===== src/pwg_pkg.sv =====
// shared constants for the pwm generator with capture
package pwg_pkg;
	localparam int CNT_W = 16;
	localparam int NCH   = 8;
	localparam int NPR   = 4;
	localparam int AW    = 8;
	// register byte offsets
	localparam logic [7:0] OFS_PSC  = 8'h00;
	localparam logic [7:0] OFS_CSEL = 8'h04;
	localparam logic [7:0] OFS_WCR  = 8'h08;
	localparam logic [7:0] OFS_DT   = 8'h0C;
	localparam logic [7:0] OFS_PRD  = 8'h10;
	localparam logic [7:0] OFS_CMP  = 8'h30;
	localparam logic [7:0] OFS_CNT  = 8'h50;
	localparam logic [7:0] OFS_PIE  = 8'h70;
	localparam logic [7:0] OFS_WAVE_IRQ_INDICATION = 8'h74;
	localparam logic [7:0] OFS_CCR  = 8'h78;
	localparam logic [7:0] OFS_RLAT = 8'h88;
	localparam logic [7:0] OFS_FLAT = 8'hA8;
	// field positions
	localparam int WCR_EN   = 0;
	localparam int WCR_AUTO = 8;
	localparam int WCR_DZ   = 16;
	localparam int CCR_CEN  = 0;
	localparam int CCR_RIE  = 1;
	localparam int CCR_FIE  = 2;
	localparam int CCR_FLG  = 4;
	localparam int CCR_HALF = 16;
	localparam int WAVE_IRQ_INDICATION_CAP = 8;
	localparam int CSEL_W   = 3;
	localparam int CSEL_ST  = 4;
	localparam logic [2:0] CSEL_MAX = 3'h4;
	localparam logic [3:0] DIV_W0   = 4'h0;
	localparam logic [7:0] PSC_RST  = 8'h00;
	localparam logic [7:0] DT_RST   = 8'h00;
	localparam logic [15:0] VAL_RST = 16'h0000;
endpackage : pwg_pkg


===== src/pwg_timer.sv =====
// one channel timer: double-buffered down counter, comparator and output
`timescale 1ns/10ps
module pwg_timer #(
	parameter int W = pwg_pkg::CNT_W
) (
	input  wire logic         clk_i,
	input  wire logic         rstn_i,
	input  wire logic         en_i,
	input  wire logic         tick_i,
	input  wire logic         auto_i,
	input  wire logic         cap_rld_i,
	input  wire logic [W-1:0] prd_i,
	input  wire logic [W-1:0] cmp_i,
	output logic      [W-1:0] cnt_o,
	output logic              zero_o,
	output logic              wave_o
);
	import pwg_pkg::*;
	logic         en_q;
	logic         run_q;
	logic [W-1:0] cnt_q;
	logic [W-1:0] prd_q;
	logic [W-1:0] cmp_q;
	logic         start;
	logic         hit;

	assign start  = en_i & ~en_q;
	assign hit    = run_q & tick_i & (cnt_q == '0);
	assign zero_o = hit;
	assign cnt_o  = cnt_q;

	always_ff @(posedge clk_i or negedge rstn_i) begin
		if (!rstn_i) begin
			en_q <= 1'b0;
		end else begin
			en_q <= en_i;
		end
	end

	always_ff @(posedge clk_i or negedge rstn_i) begin
		if (!rstn_i) begin
			run_q <= 1'b0;
			cnt_q <= '0;
			prd_q <= '0;
			cmp_q <= '0;
		end else if (!en_i) begin
			run_q <= 1'b0;
		end else if (start) begin
			run_q <= 1'b1;
			cnt_q <= prd_i;
			prd_q <= prd_i;
			cmp_q <= cmp_i;
		end else if (hit) begin
			// buffers move to the active copies only at start and at zero: no mid-period glitch
			prd_q <= prd_i;
			cmp_q <= cmp_i;
			if (auto_i) begin
				cnt_q <= prd_i;
			end else begin
				run_q <= 1'b0;
			end
		end else if (cap_rld_i) begin
			cnt_q <= prd_q;
		end else if (run_q && tick_i) begin
			cnt_q <= cnt_q - 1'b1;
		end
	end

	always_ff @(posedge clk_i or negedge rstn_i) begin
		if (!rstn_i) begin
			wave_o <= 1'b0;
		end else if (!en_i || start || hit) begin
			wave_o <= 1'b0;
		end else if (run_q && cnt_q == cmp_q) begin
			wave_o <= 1'b1;
		end
	end

	a_oneshot_halt: assert property (@(posedge clk_i) disable iff (!rstn_i)
		hit && !auto_i && en_i |=> !run_q && cnt_q == '0)
		else $error("one-shot counter did not halt at zero");
	a_auto_reload: assert property (@(posedge clk_i) disable iff (!rstn_i)
		hit && auto_i && en_i |=> run_q && cnt_q == $past(prd_i))
		else $error("auto-reload did not load the period buffer");
	a_match_high: assert property (@(posedge clk_i) disable iff (!rstn_i)
		en_i && run_q && !start && !hit && cnt_q == cmp_q |=> wave_o)
		else $error("output not high on compare match");
	a_no_count_off: assert property (@(posedge clk_i) disable iff (!rstn_i)
		!en_i ##1 !en_i |-> $stable(cnt_q))
		else $error("counter moved while channel disabled");
endmodule : pwg_timer


===== src/pwg_top.sv =====
// pwm generator with capture: registers, clocking, dead zone, capture, flags
//
// Design decisions made here: the address-and-strobe port and the register addresses.
`timescale 1ns/10ps
module pwg_top #(
	parameter int NCH = pwg_pkg::NCH,
	parameter int W   = pwg_pkg::CNT_W
) (
	input  wire logic                   clk_i,
	input  wire logic                   rstn_i,
	input  wire logic [pwg_pkg::AW-1:0] addr_i,
	input  wire logic [31:0]            wdata_i,
	input  wire logic                   wr_i,
	input  wire logic                   rd_i,
	output logic      [31:0]            rdata_o,
	input  wire logic [NCH-1:0]         cap_i,
	output logic      [NCH-1:0]         wave_o,
	output logic      [NCH-1:0]         wave_oe_o,
	output logic                        irq_o
);
	import pwg_pkg::*;
	localparam int NP = NCH / 2;

	if (NCH != 8 || W != 16) begin : g_chk
		$error("pwg_top serves eight 16-bit channels only");
	end

	logic [NP-1:0][7:0]         psc_q;
	logic [NP-1:0][7:0]         pcnt_q;
	logic [NP-1:0]              ptick;
	logic [NCH-1:0][CSEL_W-1:0] csel_q;
	logic [NCH-1:0]             en_q;
	logic [NCH-1:0]             auto_q;
	logic [NP-1:0]              dz_q;
	logic [NP-1:0][7:0]         dt_q;
	logic [NCH-1:0][W-1:0]      prd_q;
	logic [NCH-1:0][W-1:0]      cmp_q;
	logic [NCH-1:0]             pie_q;
	logic [NCH-1:0]             pflag_q;
	logic [NCH-1:0]             cen_q;
	logic [NCH-1:0]             rie_q;
	logic [NCH-1:0]             fie_q;
	logic [NCH-1:0]             cflag_q;
	logic [NCH-1:0][W-1:0]      rlat_q;
	logic [NCH-1:0][W-1:0]      flat_q;
	logic [NCH-1:0][W-1:0]      cnt;
	logic [NCH-1:0]             zero;
	logic [NCH-1:0]             raw;
	logic [NCH-1:0]             tick;
	logic [NCH-1:0]             cap_rld;
	logic [NCH-1:0]             c1_q;
	logic [NCH-1:0]             c2_q;
	logic [NCH-1:0]             c3_q;
	logic [NCH-1:0]             rise;
	logic [NCH-1:0]             fall;
	logic [NCH-1:0]             dzo;
	logic [NCH-1:0][3:0]        dv_q;
	logic [31:0]                rd_d;

	// prescaler per generator: tick every psc+1 clocks
	generate
		for (genvar p = 0; p < NP; p++) begin : g_pair
			logic       base_q;
			logic [7:0] dzc_q;
			assign ptick[p] = (pcnt_q[p] == psc_q[p]);
			always_ff @(posedge clk_i or negedge rstn_i) begin
				if (!rstn_i) begin
					pcnt_q[p] <= PSC_RST;
				end else if (ptick[p]) begin
					pcnt_q[p] <= PSC_RST;
				end else begin
					pcnt_q[p] <= pcnt_q[p] + 8'h01;
				end
			end
			// dead zone: both outputs low for dt prescaled ticks after each edge of the
			// even wave, so the pair never overlaps high; the pair lags the timer by a clock
			always_ff @(posedge clk_i or negedge rstn_i) begin
				if (!rstn_i) begin
					base_q <= 1'b0;
					dzc_q  <= DT_RST;
				end else begin
					base_q <= raw[2*p];
					if (raw[2*p] != base_q) begin
						dzc_q <= dt_q[p];
					end else if (ptick[p] && dzc_q != 8'h00) begin
						dzc_q <= dzc_q - 8'h01;
					end
				end
			end
			assign dzo[2*p]   = base_q & (dzc_q == 8'h00);
			assign dzo[2*p+1] = ~base_q & (dzc_q == 8'h00);
			always_comb begin
				if (dz_q[p]) begin
					wave_o[2*p]   = dzo[2*p];
					wave_o[2*p+1] = dzo[2*p+1];
				end else begin
					wave_o[2*p]   = raw[2*p];
					wave_o[2*p+1] = raw[2*p+1];
				end
			end
			a_dz_overlap: assert property (@(posedge clk_i) disable iff (!rstn_i)
				dz_q[p] |-> !(wave_o[2*p] && wave_o[2*p+1]))
				else $error("complementary outputs overlap high");
			a_dz_delay: assert property (@(posedge clk_i) disable iff (!rstn_i)
				dz_q[p] && dt_q[p] != 8'h00 && $rose(raw[2*p]) |=> !dzo[2*p])
				else $error("even output rose without dead time");
		end

		for (genvar c = 0; c < NCH; c++) begin : g_ch
			localparam int P = c / 2;
			logic [3:0] mask;
			// divider: ratio 2^csel, csel codes above 4 saturate at 1/16
			assign mask    = (csel_q[c] > CSEL_MAX) ? 4'hF : 4'((5'h01 << csel_q[c]) - 5'h01);
			assign tick[c] = ptick[P] & ((dv_q[c] & mask) == mask);

			always_ff @(posedge clk_i or negedge rstn_i) begin
				if (!rstn_i) begin
					dv_q[c] <= DIV_W0;
				end else if (ptick[P]) begin
					dv_q[c] <= dv_q[c] + 4'h1;
				end
			end

			pwg_timer #(.W(W)) u_tmr (
				.clk_i     (clk_i),
				.rstn_i    (rstn_i),
				.en_i      (en_q[c]),
				.tick_i    (tick[c]),
				.auto_i    (auto_q[c]),
				.cap_rld_i (cap_rld[c]),
				.prd_i     (prd_q[c]),
				.cmp_i     (cmp_q[c]),
				.cnt_o     (cnt[c]),
				.zero_o    (zero[c]),
				.wave_o    (raw[c])
			);

			// pin is async: two flops before edge detection
			always_ff @(posedge clk_i or negedge rstn_i) begin
				if (!rstn_i) begin
					c1_q[c] <= 1'b0;
					c2_q[c] <= 1'b0;
					c3_q[c] <= 1'b0;
				end else begin
					c1_q[c] <= cap_i[c];
					c2_q[c] <= c1_q[c];
					c3_q[c] <= c2_q[c];
				end
			end
			assign rise[c]    = cen_q[c] & c2_q[c] & ~c3_q[c];
			assign fall[c]    = cen_q[c] & ~c2_q[c] & c3_q[c];
			assign cap_rld[c] = (rise[c] & rie_q[c]) | (fall[c] & fie_q[c]);
			assign wave_oe_o[c] = ~cen_q[c];

			always_ff @(posedge clk_i or negedge rstn_i) begin
				if (!rstn_i) begin
					rlat_q[c] <= VAL_RST;
					flat_q[c] <= VAL_RST;
				end else begin
					if (rise[c]) begin
						rlat_q[c] <= cnt[c];
					end
					if (fall[c]) begin
						flat_q[c] <= cnt[c];
					end
				end
			end

			a_cap_rise: assert property (@(posedge clk_i) disable iff (!rstn_i)
				rise[c] |=> rlat_q[c] == $past(cnt[c]))
				else $error("rising latch missed counter value");
			a_cap_flag: assert property (@(posedge clk_i) disable iff (!rstn_i)
				cap_rld[c] |=> cflag_q[c])
				else $error("capture interrupt flag not set");
			a_period_flag: assert property (@(posedge clk_i) disable iff (!rstn_i)
				zero[c] |=> pflag_q[c] ##1 (irq_o || !$past(pie_q[c])))
				else $error("period flag or request missing");
		end
	endgenerate

	// configuration registers
	always_ff @(posedge clk_i or negedge rstn_i) begin
		if (!rstn_i) begin
			psc_q  <= '0;
			csel_q <= '0;
			en_q   <= '0;
			auto_q <= '0;
			dz_q   <= '0;
			dt_q   <= '0;
			pie_q  <= '0;
			cen_q  <= '0;
			rie_q  <= '0;
			fie_q  <= '0;
		end else if (wr_i) begin
			for (int i = 0; i < NCH; i++) begin
				if (addr_i == OFS_CSEL) begin
					csel_q[i] <= wdata_i[CSEL_ST*i +: CSEL_W];
				end
				if (addr_i == OFS_WCR) begin
					en_q[i]   <= wdata_i[WCR_EN + i];
					auto_q[i] <= wdata_i[WCR_AUTO + i];
				end
				if (addr_i == OFS_PIE) begin
					pie_q[i] <= wdata_i[i];
				end
				if (addr_i == OFS_CCR + 8'(4 * (i / 2))) begin
					cen_q[i] <= wdata_i[CCR_HALF*(i%2) + CCR_CEN];
					rie_q[i] <= wdata_i[CCR_HALF*(i%2) + CCR_RIE];
					fie_q[i] <= wdata_i[CCR_HALF*(i%2) + CCR_FIE];
				end
			end
			for (int p = 0; p < NP; p++) begin
				if (addr_i == OFS_PSC) begin
					psc_q[p] <= wdata_i[8*p +: 8];
				end
				if (addr_i == OFS_DT) begin
					dt_q[p] <= wdata_i[8*p +: 8];
				end
				if (addr_i == OFS_WCR) begin
					dz_q[p] <= wdata_i[WCR_DZ + p];
				end
			end
		end
	end

	// period and compare buffers: the timers pick them up at zero
	always_ff @(posedge clk_i or negedge rstn_i) begin
		if (!rstn_i) begin
			prd_q <= '0;
			cmp_q <= '0;
		end else if (wr_i) begin
			for (int i = 0; i < NCH; i++) begin
				if (addr_i == OFS_PRD + 8'(4 * i)) begin
					prd_q[i] <= wdata_i[W-1:0];
				end
				if (addr_i == OFS_CMP + 8'(4 * i)) begin
					cmp_q[i] <= wdata_i[W-1:0];
				end
			end
		end
	end

	// sticky flags: a set in the clearing cycle wins over the write of one
	always_ff @(posedge clk_i or negedge rstn_i) begin
		if (!rstn_i) begin
			pflag_q <= '0;
			cflag_q <= '0;
		end else begin
			for (int i = 0; i < NCH; i++) begin
				if (zero[i]) begin
					pflag_q[i] <= 1'b1;
				end else if (wr_i && addr_i == OFS_WAVE_IRQ_INDICATION && wdata_i[i]) begin
					pflag_q[i] <= 1'b0;
				end
				if (cap_rld[i]) begin
					cflag_q[i] <= 1'b1;
				end else if (wr_i && addr_i == OFS_WAVE_IRQ_INDICATION && wdata_i[WAVE_IRQ_INDICATION_CAP + i]) begin
					cflag_q[i] <= 1'b0;
				end
			end
		end
	end

	// request: masked period flags, capture flags already gated by their enables
	always_ff @(posedge clk_i or negedge rstn_i) begin
		if (!rstn_i) begin
			irq_o <= 1'b0;
		end else begin
			irq_o <= |(pflag_q & pie_q) | (|cflag_q);
		end
	end

	a_irq_mask: assert property (@(posedge clk_i) disable iff (!rstn_i)
		pflag_q == '0 && cflag_q == '0 ##1 pflag_q == '0 && cflag_q == '0 |-> !irq_o)
		else $error("interrupt raised with no flag");
	a_w1c_clear: assert property (@(posedge clk_i) disable iff (!rstn_i)
		wr_i && addr_i == OFS_WAVE_IRQ_INDICATION && wdata_i[0] && !zero[0] |=> !pflag_q[0])
		else $error("write of one did not clear flag");

	// read mux, answer one cycle after the strobe
	always_comb begin
		rd_d = 32'h0000_0000;
		for (int i = 0; i < NCH; i++) begin
			if (addr_i == OFS_CSEL) begin
				rd_d[CSEL_ST*i +: CSEL_W] = csel_q[i];
			end
			if (addr_i == OFS_WCR) begin
				rd_d[WCR_EN + i]   = en_q[i];
				rd_d[WCR_AUTO + i] = auto_q[i];
			end
			if (addr_i == OFS_PIE) begin
				rd_d[i] = pie_q[i];
			end
			if (addr_i == OFS_WAVE_IRQ_INDICATION) begin
				rd_d[i]            = pflag_q[i];
				rd_d[WAVE_IRQ_INDICATION_CAP + i] = cflag_q[i];
			end
			if (addr_i == OFS_CCR + 8'(4 * (i / 2))) begin
				rd_d[CCR_HALF*(i%2) + CCR_CEN] = cen_q[i];
				rd_d[CCR_HALF*(i%2) + CCR_RIE] = rie_q[i];
				rd_d[CCR_HALF*(i%2) + CCR_FIE] = fie_q[i];
				rd_d[CCR_HALF*(i%2) + CCR_FLG] = cflag_q[i];
			end
			if (addr_i == OFS_PRD + 8'(4 * i)) begin
				rd_d[W-1:0] = prd_q[i];
			end
			if (addr_i == OFS_CMP + 8'(4 * i)) begin
				rd_d[W-1:0] = cmp_q[i];
			end
			if (addr_i == OFS_CNT + 8'(4 * i)) begin
				rd_d[W-1:0] = cnt[i];
			end
			if (addr_i == OFS_RLAT + 8'(4 * i)) begin
				rd_d[W-1:0] = rlat_q[i];
			end
			if (addr_i == OFS_FLAT + 8'(4 * i)) begin
				rd_d[W-1:0] = flat_q[i];
			end
		end
		for (int p = 0; p < NP; p++) begin
			if (addr_i == OFS_PSC) begin
				rd_d[8*p +: 8] = psc_q[p];
			end
			if (addr_i == OFS_DT) begin
				rd_d[8*p +: 8] = dt_q[p];
			end
			if (addr_i == OFS_WCR) begin
				rd_d[WCR_DZ + p] = dz_q[p];
			end
		end
	end

	always_ff @(posedge clk_i or negedge rstn_i) begin
		if (!rstn_i) begin
			rdata_o <= 32'h0000_0000;
		end else if (rd_i) begin
			rdata_o <= rd_d;
		end else begin
			rdata_o <= 32'h0000_0000;
		end
	end
endmodule : pwg_top


===== config.mk =====
export PLATFORM = sky130hd
export DESIGN_NAME = pwg_top
export DESIGN_NICKNAME = d
export VERILOG_FILES = /design/src/pwg_pkg.sv /design/src/pwg_timer.sv /design/src/pwg_top.sv
export SDC_FILE = /design/constraint.sdc
export NUM_CORES = 2
export LEC_CHECK = 0
export ABC_CLOCK_PERIOD_IN_PS = 3400
export BUFFER_PORTS_ARGS = -buffer_cell sky130_fd_sc_hd__buf_2
export CORE_UTILIZATION = 45
export CTS_CLUSTER_SIZE = 28
export DETAILED_ROUTE_END_ITERATION = 8
export PLACE_DENSITY = 0.56
export SYNTH_ARGS = -nofsm -noshare
export SYNTH_HDL_FRONTEND = slang
export SYNTH_SLANG_ARGS = --single-unit

===== constraint.sdc =====
create_clock -name clk_i -period 3.4 [get_ports clk_i]
set_input_delay 0.34 -clock clk_i [delete_from_list [all_inputs] [get_ports clk_i]]
set_output_delay 0.34 -clock clk_i [all_outputs]
set_load 0.01 [all_outputs]

== Word-level counts from Yosys, hierarchy flattened ==
Index checks and enable logic that the tools add are counted.

* Bits in registers: 1,233
* Output and inout port bits: 49
* Input port bits: 52
* Logic and storage cells: 927

* Shifts and indexed selects: 8
* Eq/ne operators: 97
* Add/subtract/negate cells: 32
* Bitwise gates (word level): 142
* Muxes and demuxes: 293
* Reductions and logical operators: 173
* $lt $le $gt $ge: 8

{| class="wikitable"
|+ Operator list
! cell !! count
|-
| 2-to-1 mux 16 bit || 112
|-
| 2-to-1 mux 8 bit || 20
|-
| == test 8 bit (second input constant) || 18
|-
| 2-to-1 mux 1 bit || 132
|-
| == test 16 bit || 8
|-
| == test 8 x 7 -> 1 bit (second input constant) || 16
|-
| zero test 16 bit || 8
|-
| subtractor 16 x 1 -> 16 bit (second input constant) || 8
|-
| bitwise AND 1 bit || 88
|-
| AND reduction 2 bit || 41
|-
| nonzero test 2 bit || 36
|-
| == test 8 x 6 -> 1 bit (second input constant) || 8
|-
| 2-to-1 mux 3 bit || 16
|-
| inequality test 3 x 2 -> 1 bit (second input constant) || 16
|-
| zero test 8 bit || 5
|-
| logical AND 1 bit || 37
|-
| NOT 1 bit || 36
|-
| adder 4 x 1 -> 4 bit (second input constant) || 8
|-
| adder 8 x 1 -> 8 bit (second input constant) || 4
|-
| bitwise AND 4 bit || 8
|-
| == test 4 bit || 8
|-
| == test 8 x 5 -> 1 bit (second input constant) || 4
|-
| == test 8 bit || 4
|-
| 2-to-1 mux 32 bit || 1
|-
| 18 further kinds || 111
|}

== Logic depth before layout (Yosys ltp) ==
* Depth after elaboration: 72
* Depth in mapped cells: 14
* Depth with buffers taken out: 11

== Hierarchy ==
Synthesis repeated with hierarchy kept, for this count alone.

* Cell total of the unflattened synthesis: 5,434
* Area, all modules: 62,784.0 um^2

{| class="wikitable"
|+ By module, submodules not included
! module !! sequential area each (um^2) !! cells each !! instances !! area each (um^2)
|-
| pwg_top || 20,644.8 || 3,378 || 1 || 39,601.7
|-
| pwg_timer || 1,276.2 || 257 || 8 || 2,897.8
|}

== Worst setup path after synthesis ==
OpenSTA, ideal clock, no wires.

* Path type: register to register
* From: register csel_q[17] (netlist name)
* To: register g_ch[5].u_tmr.cmp_q[0]
* Clock period less this slack: 3.109 ns
* Arrival: 2.984 ns
* Stages on the path, launching flop included: 13
* Buffers on the path: 3
* Path slack: 0.291 ns
* Data required time: 3.275 ns
* Library setup time: 0.125 ns
* Cell sequence: dfrtp_1 > or3_1 > ha_1 > mux2_2 > nor2_1 > o311ai_1 > or4_4 > a21boi_1 > buf_6 > nand2b_1 > buf_6 > buf_6 > mux2_4

* Cells in the longest elaborated chain, start to end: 10
* Elaborated cells on any way between the ends: 11
* Classes of those cells: add/sub (1); order compare (1); eq/ne (1); shift (1); mux (1); bitwise (4); reduce/logical (2)

{| class="wikitable"
|+ Ends and longest elaborated chain
! item !! RTL line !! source
|-
| from (decl) || pwg_top.sv:31 || <nowiki>logic [NCH-1:0][CSEL_W-1:0] csel_q;</nowiki>
|-
| from (signal, indexed assignment) || pwg_top.sv:197 || <nowiki>csel_q[i] <= wdata_i[CSEL_ST*i +: CSEL_W];</nowiki>
|-
| left shift 1 x 3 -> 4 bit || pwg_top.sv:113 || <nowiki>assign mask = (csel_q[c] > CSEL_MAX) ? 4'hF : 4'((5'h01 << csel_q[c]) - 5'h01);</nowiki>
|-
| subtractor 4 x 1 -> 4 bit || pwg_top.sv:113 ||
|-
| 2-to-1 mux 4 bit (*) || pwg_top.sv:113 ||
|-
| bitwise AND 4 bit || pwg_top.sv:114 || <nowiki>assign tick[c] = ptick[P] & ((dv_q[c] & mask) == mask);</nowiki>
|-
| == test 4 bit (*) || pwg_top.sv:114 ||
|-
| bitwise AND 1 bit (*) || pwg_top.sv:114 ||
|-
| bitwise AND 1 bit (*) (2 in a row) || pwg_timer.sv:28 || <nowiki>assign hit = run_q & tick_i & (cnt_q == '0);</nowiki>
|-
| nonzero test 2 bit (no line) (*) || - ||
|-
| AND reduction 2 bit (no line) (*) || - ||
|-
| to (signal assigned) || pwg_timer.sv:52 || <nowiki>cmp_q <= cmp_i;</nowiki>
|-
| to (signal assigned) || pwg_timer.sv:56 || <nowiki>cmp_q <= cmp_i;</nowiki>
|-
| to (decl) || pwg_timer.sv:23 || <nowiki>logic [W-1:0] cmp_q;</nowiki>
|}

Every way passes the cells marked *; elsewhere a longest branch is shown, timed or not.
A chain may end at the register's enable or synchronous reset.

== Worst setup path in the final report ==
* From: register g_pair[0].dzc_q[3]
* To: output port wave_o[1]

* Cells in the longest elaborated chain, start to end: 3

{| class="wikitable"
|+ Ends and longest elaborated chain
! item !! RTL line !! source
|-
| from (decl) || pwg_top.sv:64 || <nowiki>logic [7:0] dzc_q;</nowiki>
|-
| from (signal assigned) || pwg_top.sv:84 || <nowiki>dzc_q <= dt_q[p];</nowiki>
|-
| from (signal assigned) || pwg_top.sv:86 || <nowiki>dzc_q <= dzc_q - 8'h01;</nowiki>
|-
| zero test 8 bit || pwg_top.sv:91 || <nowiki>assign dzo[2*p+1] = ~base_q & (dzc_q == 8'h00);</nowiki>
|-
| bitwise AND 1 bit || pwg_top.sv:91 ||
|-
| 2-to-1 mux 2 bit || pwg_top.sv:93 || <nowiki>if (dz_q[p]) begin</nowiki>
|-
| to (decl) || pwg_top.sv:17 || <nowiki>output logic [NCH-1:0] wave_o,</nowiki>
|}

No other way between the ends.

==> flow_summary.json <==
{
  "min_period_ns": 3.33,
  "yosysTopAreaCell": "dfrtp_1",
  "cts_made_buffers": 141,
  "overflow": 0,
  "layout-drive-gt1-share": 0.304,
  "drt_iter0_markers": 5538,
  "max_freq_mhz": 300,
  "finalNetCount": 5955,
  "p_per_area_nw_per_um2": 649,
  "drtAntennaViolNets": 0,
  "ff_latch_area_um2": 30900,
  "final_util": 0.536,
  "insertion_delay_ns": 0.80,
  "cts_tree": "done",
  "htreeDepth": 4,
  "drc": 0,
  "synth_mux_area_frac": 0.180,
  "max_slew_margin": 0.146,
  "rsz0062_at_grt": "false",
  "dp.final_hpwl_um": 180000,
  "grt_max_degree": 122,
  "ir_drop_mv": 0.494,
  "fillers": 11900,
  "postSynthNetCount": 5593,
  "hold_class": "in2reg",
  "start_util": 0.453,
  "synth_xor_area_frac": 0.0501,
  "status": "finished, final reports clean",
  "synth_seq_cells": 1233,
  "synth_top_family_by_area": "multiplexers",
  "yosysWarnings": 0,
  "vias": 48000,
  "synth.area.top_cells": "dfrtp_1 (51%), mux2_2 (16%), xnor2_1 (3.4%)",
  "wl_per_cell_um": 31.7,
  "synth_area_um2": 60500,
  "layout_common_cells": "dfrtp_1 (1,233), mux2_2 (856), buf_4 (477)",
  "yosysTopAreaCellShare": 0.510,
  "tightest_slew_ns": 1.25,
  "antenna_found_initial": 25,
  "synth-adder-area-share": 0.00662,
  "synth_edf_count": 0,
  "die_h_um": 369,
  "core_area_um2": 133000,
  "hold_violations": 0,
  "finalSetupViolations": 0,
  "grt_use_total": 0.360,
  "cp-end-kind": "primary output",
  "critPathArrivalTime_ns": 2.99,
  "dieArea_um2": 136000,
  "viasPerCell": 6.19,
  "cp_max_fo": 4,
  "max_cap_violations": 0,
  "synthDistinctLibCells": 88,
  "synth-compound-area-share": 0.122,
  "drv_slew": 0,
  "syn_area_per_cell_um2": 11.0,
  "synthSimpleGateAreaFrac": 0.0972,
  "p_leak_nw": 33.3,
  "rows": 134,
  "gp_congestion": 1.07,
  "critPathKind": "reg2out",
  "routed_wl_um": 246000,
  "whs_ns": 0.104,
  "clock-sinks": 1233,
  "synthFlopType": "dfrtp_1",
  "grt_pass1_vias": 47300,
  "clockRootBuffer": "clkbuf_16",
  "ys_seq_area_frac": 0.510,
  "io_buffers": 100,
  "synthArstFlopShare": 1.00,
  "die_x_um": 369,
  "area_growth_pct": 18.3,
  "critPathLaunchType": "flip-flop",
  "postSynthCellCount": 5509,
  "grt_pass1_wl_um": 351000,
  "dr.pass1.iters": 7,
  "fin_crit_sh": 0.981,
  "multi_input_area_um2": 27800,
  "io_pins": 101,
  "clock-skew-final_ns": 0.0346,
  "crit_required_ns": 3.06,
  "final_common_cell": "dfrtp_1",
  "clkTransAtPathRegs_ns": 0.06,
  "cts_buffer_depth": 3
}
-- worst paths after layout --
check,startpoint,end,slack (ns),cells after the start
worst max-delay path,g_pair[0].dzc_q[3],wave_o[1],0.07,5
worst min-delay path,rd_i,rdata_o[15],0.10,2
worst max register to register,csel_q[17],g_ch[5].u_tmr.prd_q[8],0.15,11
worst min register to register,c1_q[2],c2_q[2],0.35,0
max in group asynchronous,rstn_i,g_ch[6].u_tmr.cmp_q[12],2.05,3
min in group asynchronous,rstn_i,pcnt_q[17],0.14,2
-- repair_timing --
| item | 4_1_cts | 5_1_grt |
|---|---|---|
| endpoints found under the setup margin | 0 | 35 |
| resized for setup | 0 | 2 |
| hold endpoints to repair | 102 | 0 |
| buffers inserted | 0 | 0 |
| hold buffers | 22 | 0 |
-- cell usage after synthesis, drive strengths merged (25+ instances only) --
library cell  count
o22ai            58
inv              99
mux2            886
buf              83
ha               32
a211oi           63
nor4             61
nor2            344
a222oi           38
mux2i            80
o21ai           392
a21oi           231
nand3b           25
nand2           471
nand4            46
xor2            111
clkbuf          353
xnor2           235
nor3             72
a22oi            90
nand3            76
or3              32
dfrtp          1233
a221oi           69
a221o            28
-- flip-flops by register name, summed over array words and instances (netlist names), 24 cells and up --
| register | flops |
|---|---|
| psc_q | 32 |
| g_ch.u_tmr.prd_q | 128 |
| dv_q | 32 |
| pcnt_q | 32 |
| rdata_o | 32 |
| prd_q | 128 |
| cmp_q | 128 |
| g_pair.dzc_q | 32 |
| g_ch.u_tmr.cmp_q | 128 |
| dt_q | 32 |
| flat_q | 128 |
| g_ch.u_tmr.cnt_o | 128 |
| rlat_q | 128 |
| csel_q | 24 |
-- critical path, stage by stage, from the launching register on --
cell and delay [ns]:
dfrtp_1 0.42, or4_1 0.55, or4b_2 0.78, nor2_1 0.13
mux2_2 0.19, buf_2 0.13
-- metrics by stage --
| stage | power, mW | cell area (um2) | setup slack [ns] | setup TNS [ns] | instances |
|---|---|---|---|---|---|
| after floorplan | 25.8 | 60500 | 0.291 | 0 | 5509 |
| after global placement | 30.5 | 66500 | -0.450 | -1.42 | 7472 |
| after detailed placement | 30.7 | 66500 | -0.371 | -1.42 | 7472 |
| after CTS | 46.6 | 71500 | 0.0328 | 0 | 7749 |
| after global routing | 48.6 | 71600 | 0.00250 | 0 | 7751 |
| final | 46.5 | 71600 | 0.0656 | 0 | 7757 |
-- kinds of logic (layout without fill, tap and decap cells) --
logic type	after synthesis	after routing
buf+inv	535	1009
compound gates	1145	1145
other cells	0	6
xor+xnor	346	346
fa+ha+maj	32	32
flops	1233	1233
mux	966	966
simple gates	1252	1252
-- where the power goes --
group / internal [mW] / switching [mW]
Sequential: 16.7 / 2.28
Combinational: 5.04 / 6.62
Clock: 9.27 / 6.59
-- per-layer routing --
metal | up-vias | wire length, um | track usage
li1 | 20600 | - | -
met1 | 24600 | 97700 | 0.462
met2 | 2157 | 113000 | 0.570
met3 | 597 | 18700 | 0.0663
met4 | 6 | 16100 | 0.206
met5 | - | 45 | 0
-- cell type report --
type                            instances  area share
Antenna cell                            6    0.000210
Clock buffer                          205      0.0576
Clock inverter                         50      0.0100
Inverter                               99     0.00519
Multi-Input combinational cell       3741       0.389
Sequential cell                      1233       0.431
Tap cell                             1768      0.0309
Timing Repair Buffer                  655      0.0759
(Power assumes the default switching activity.)
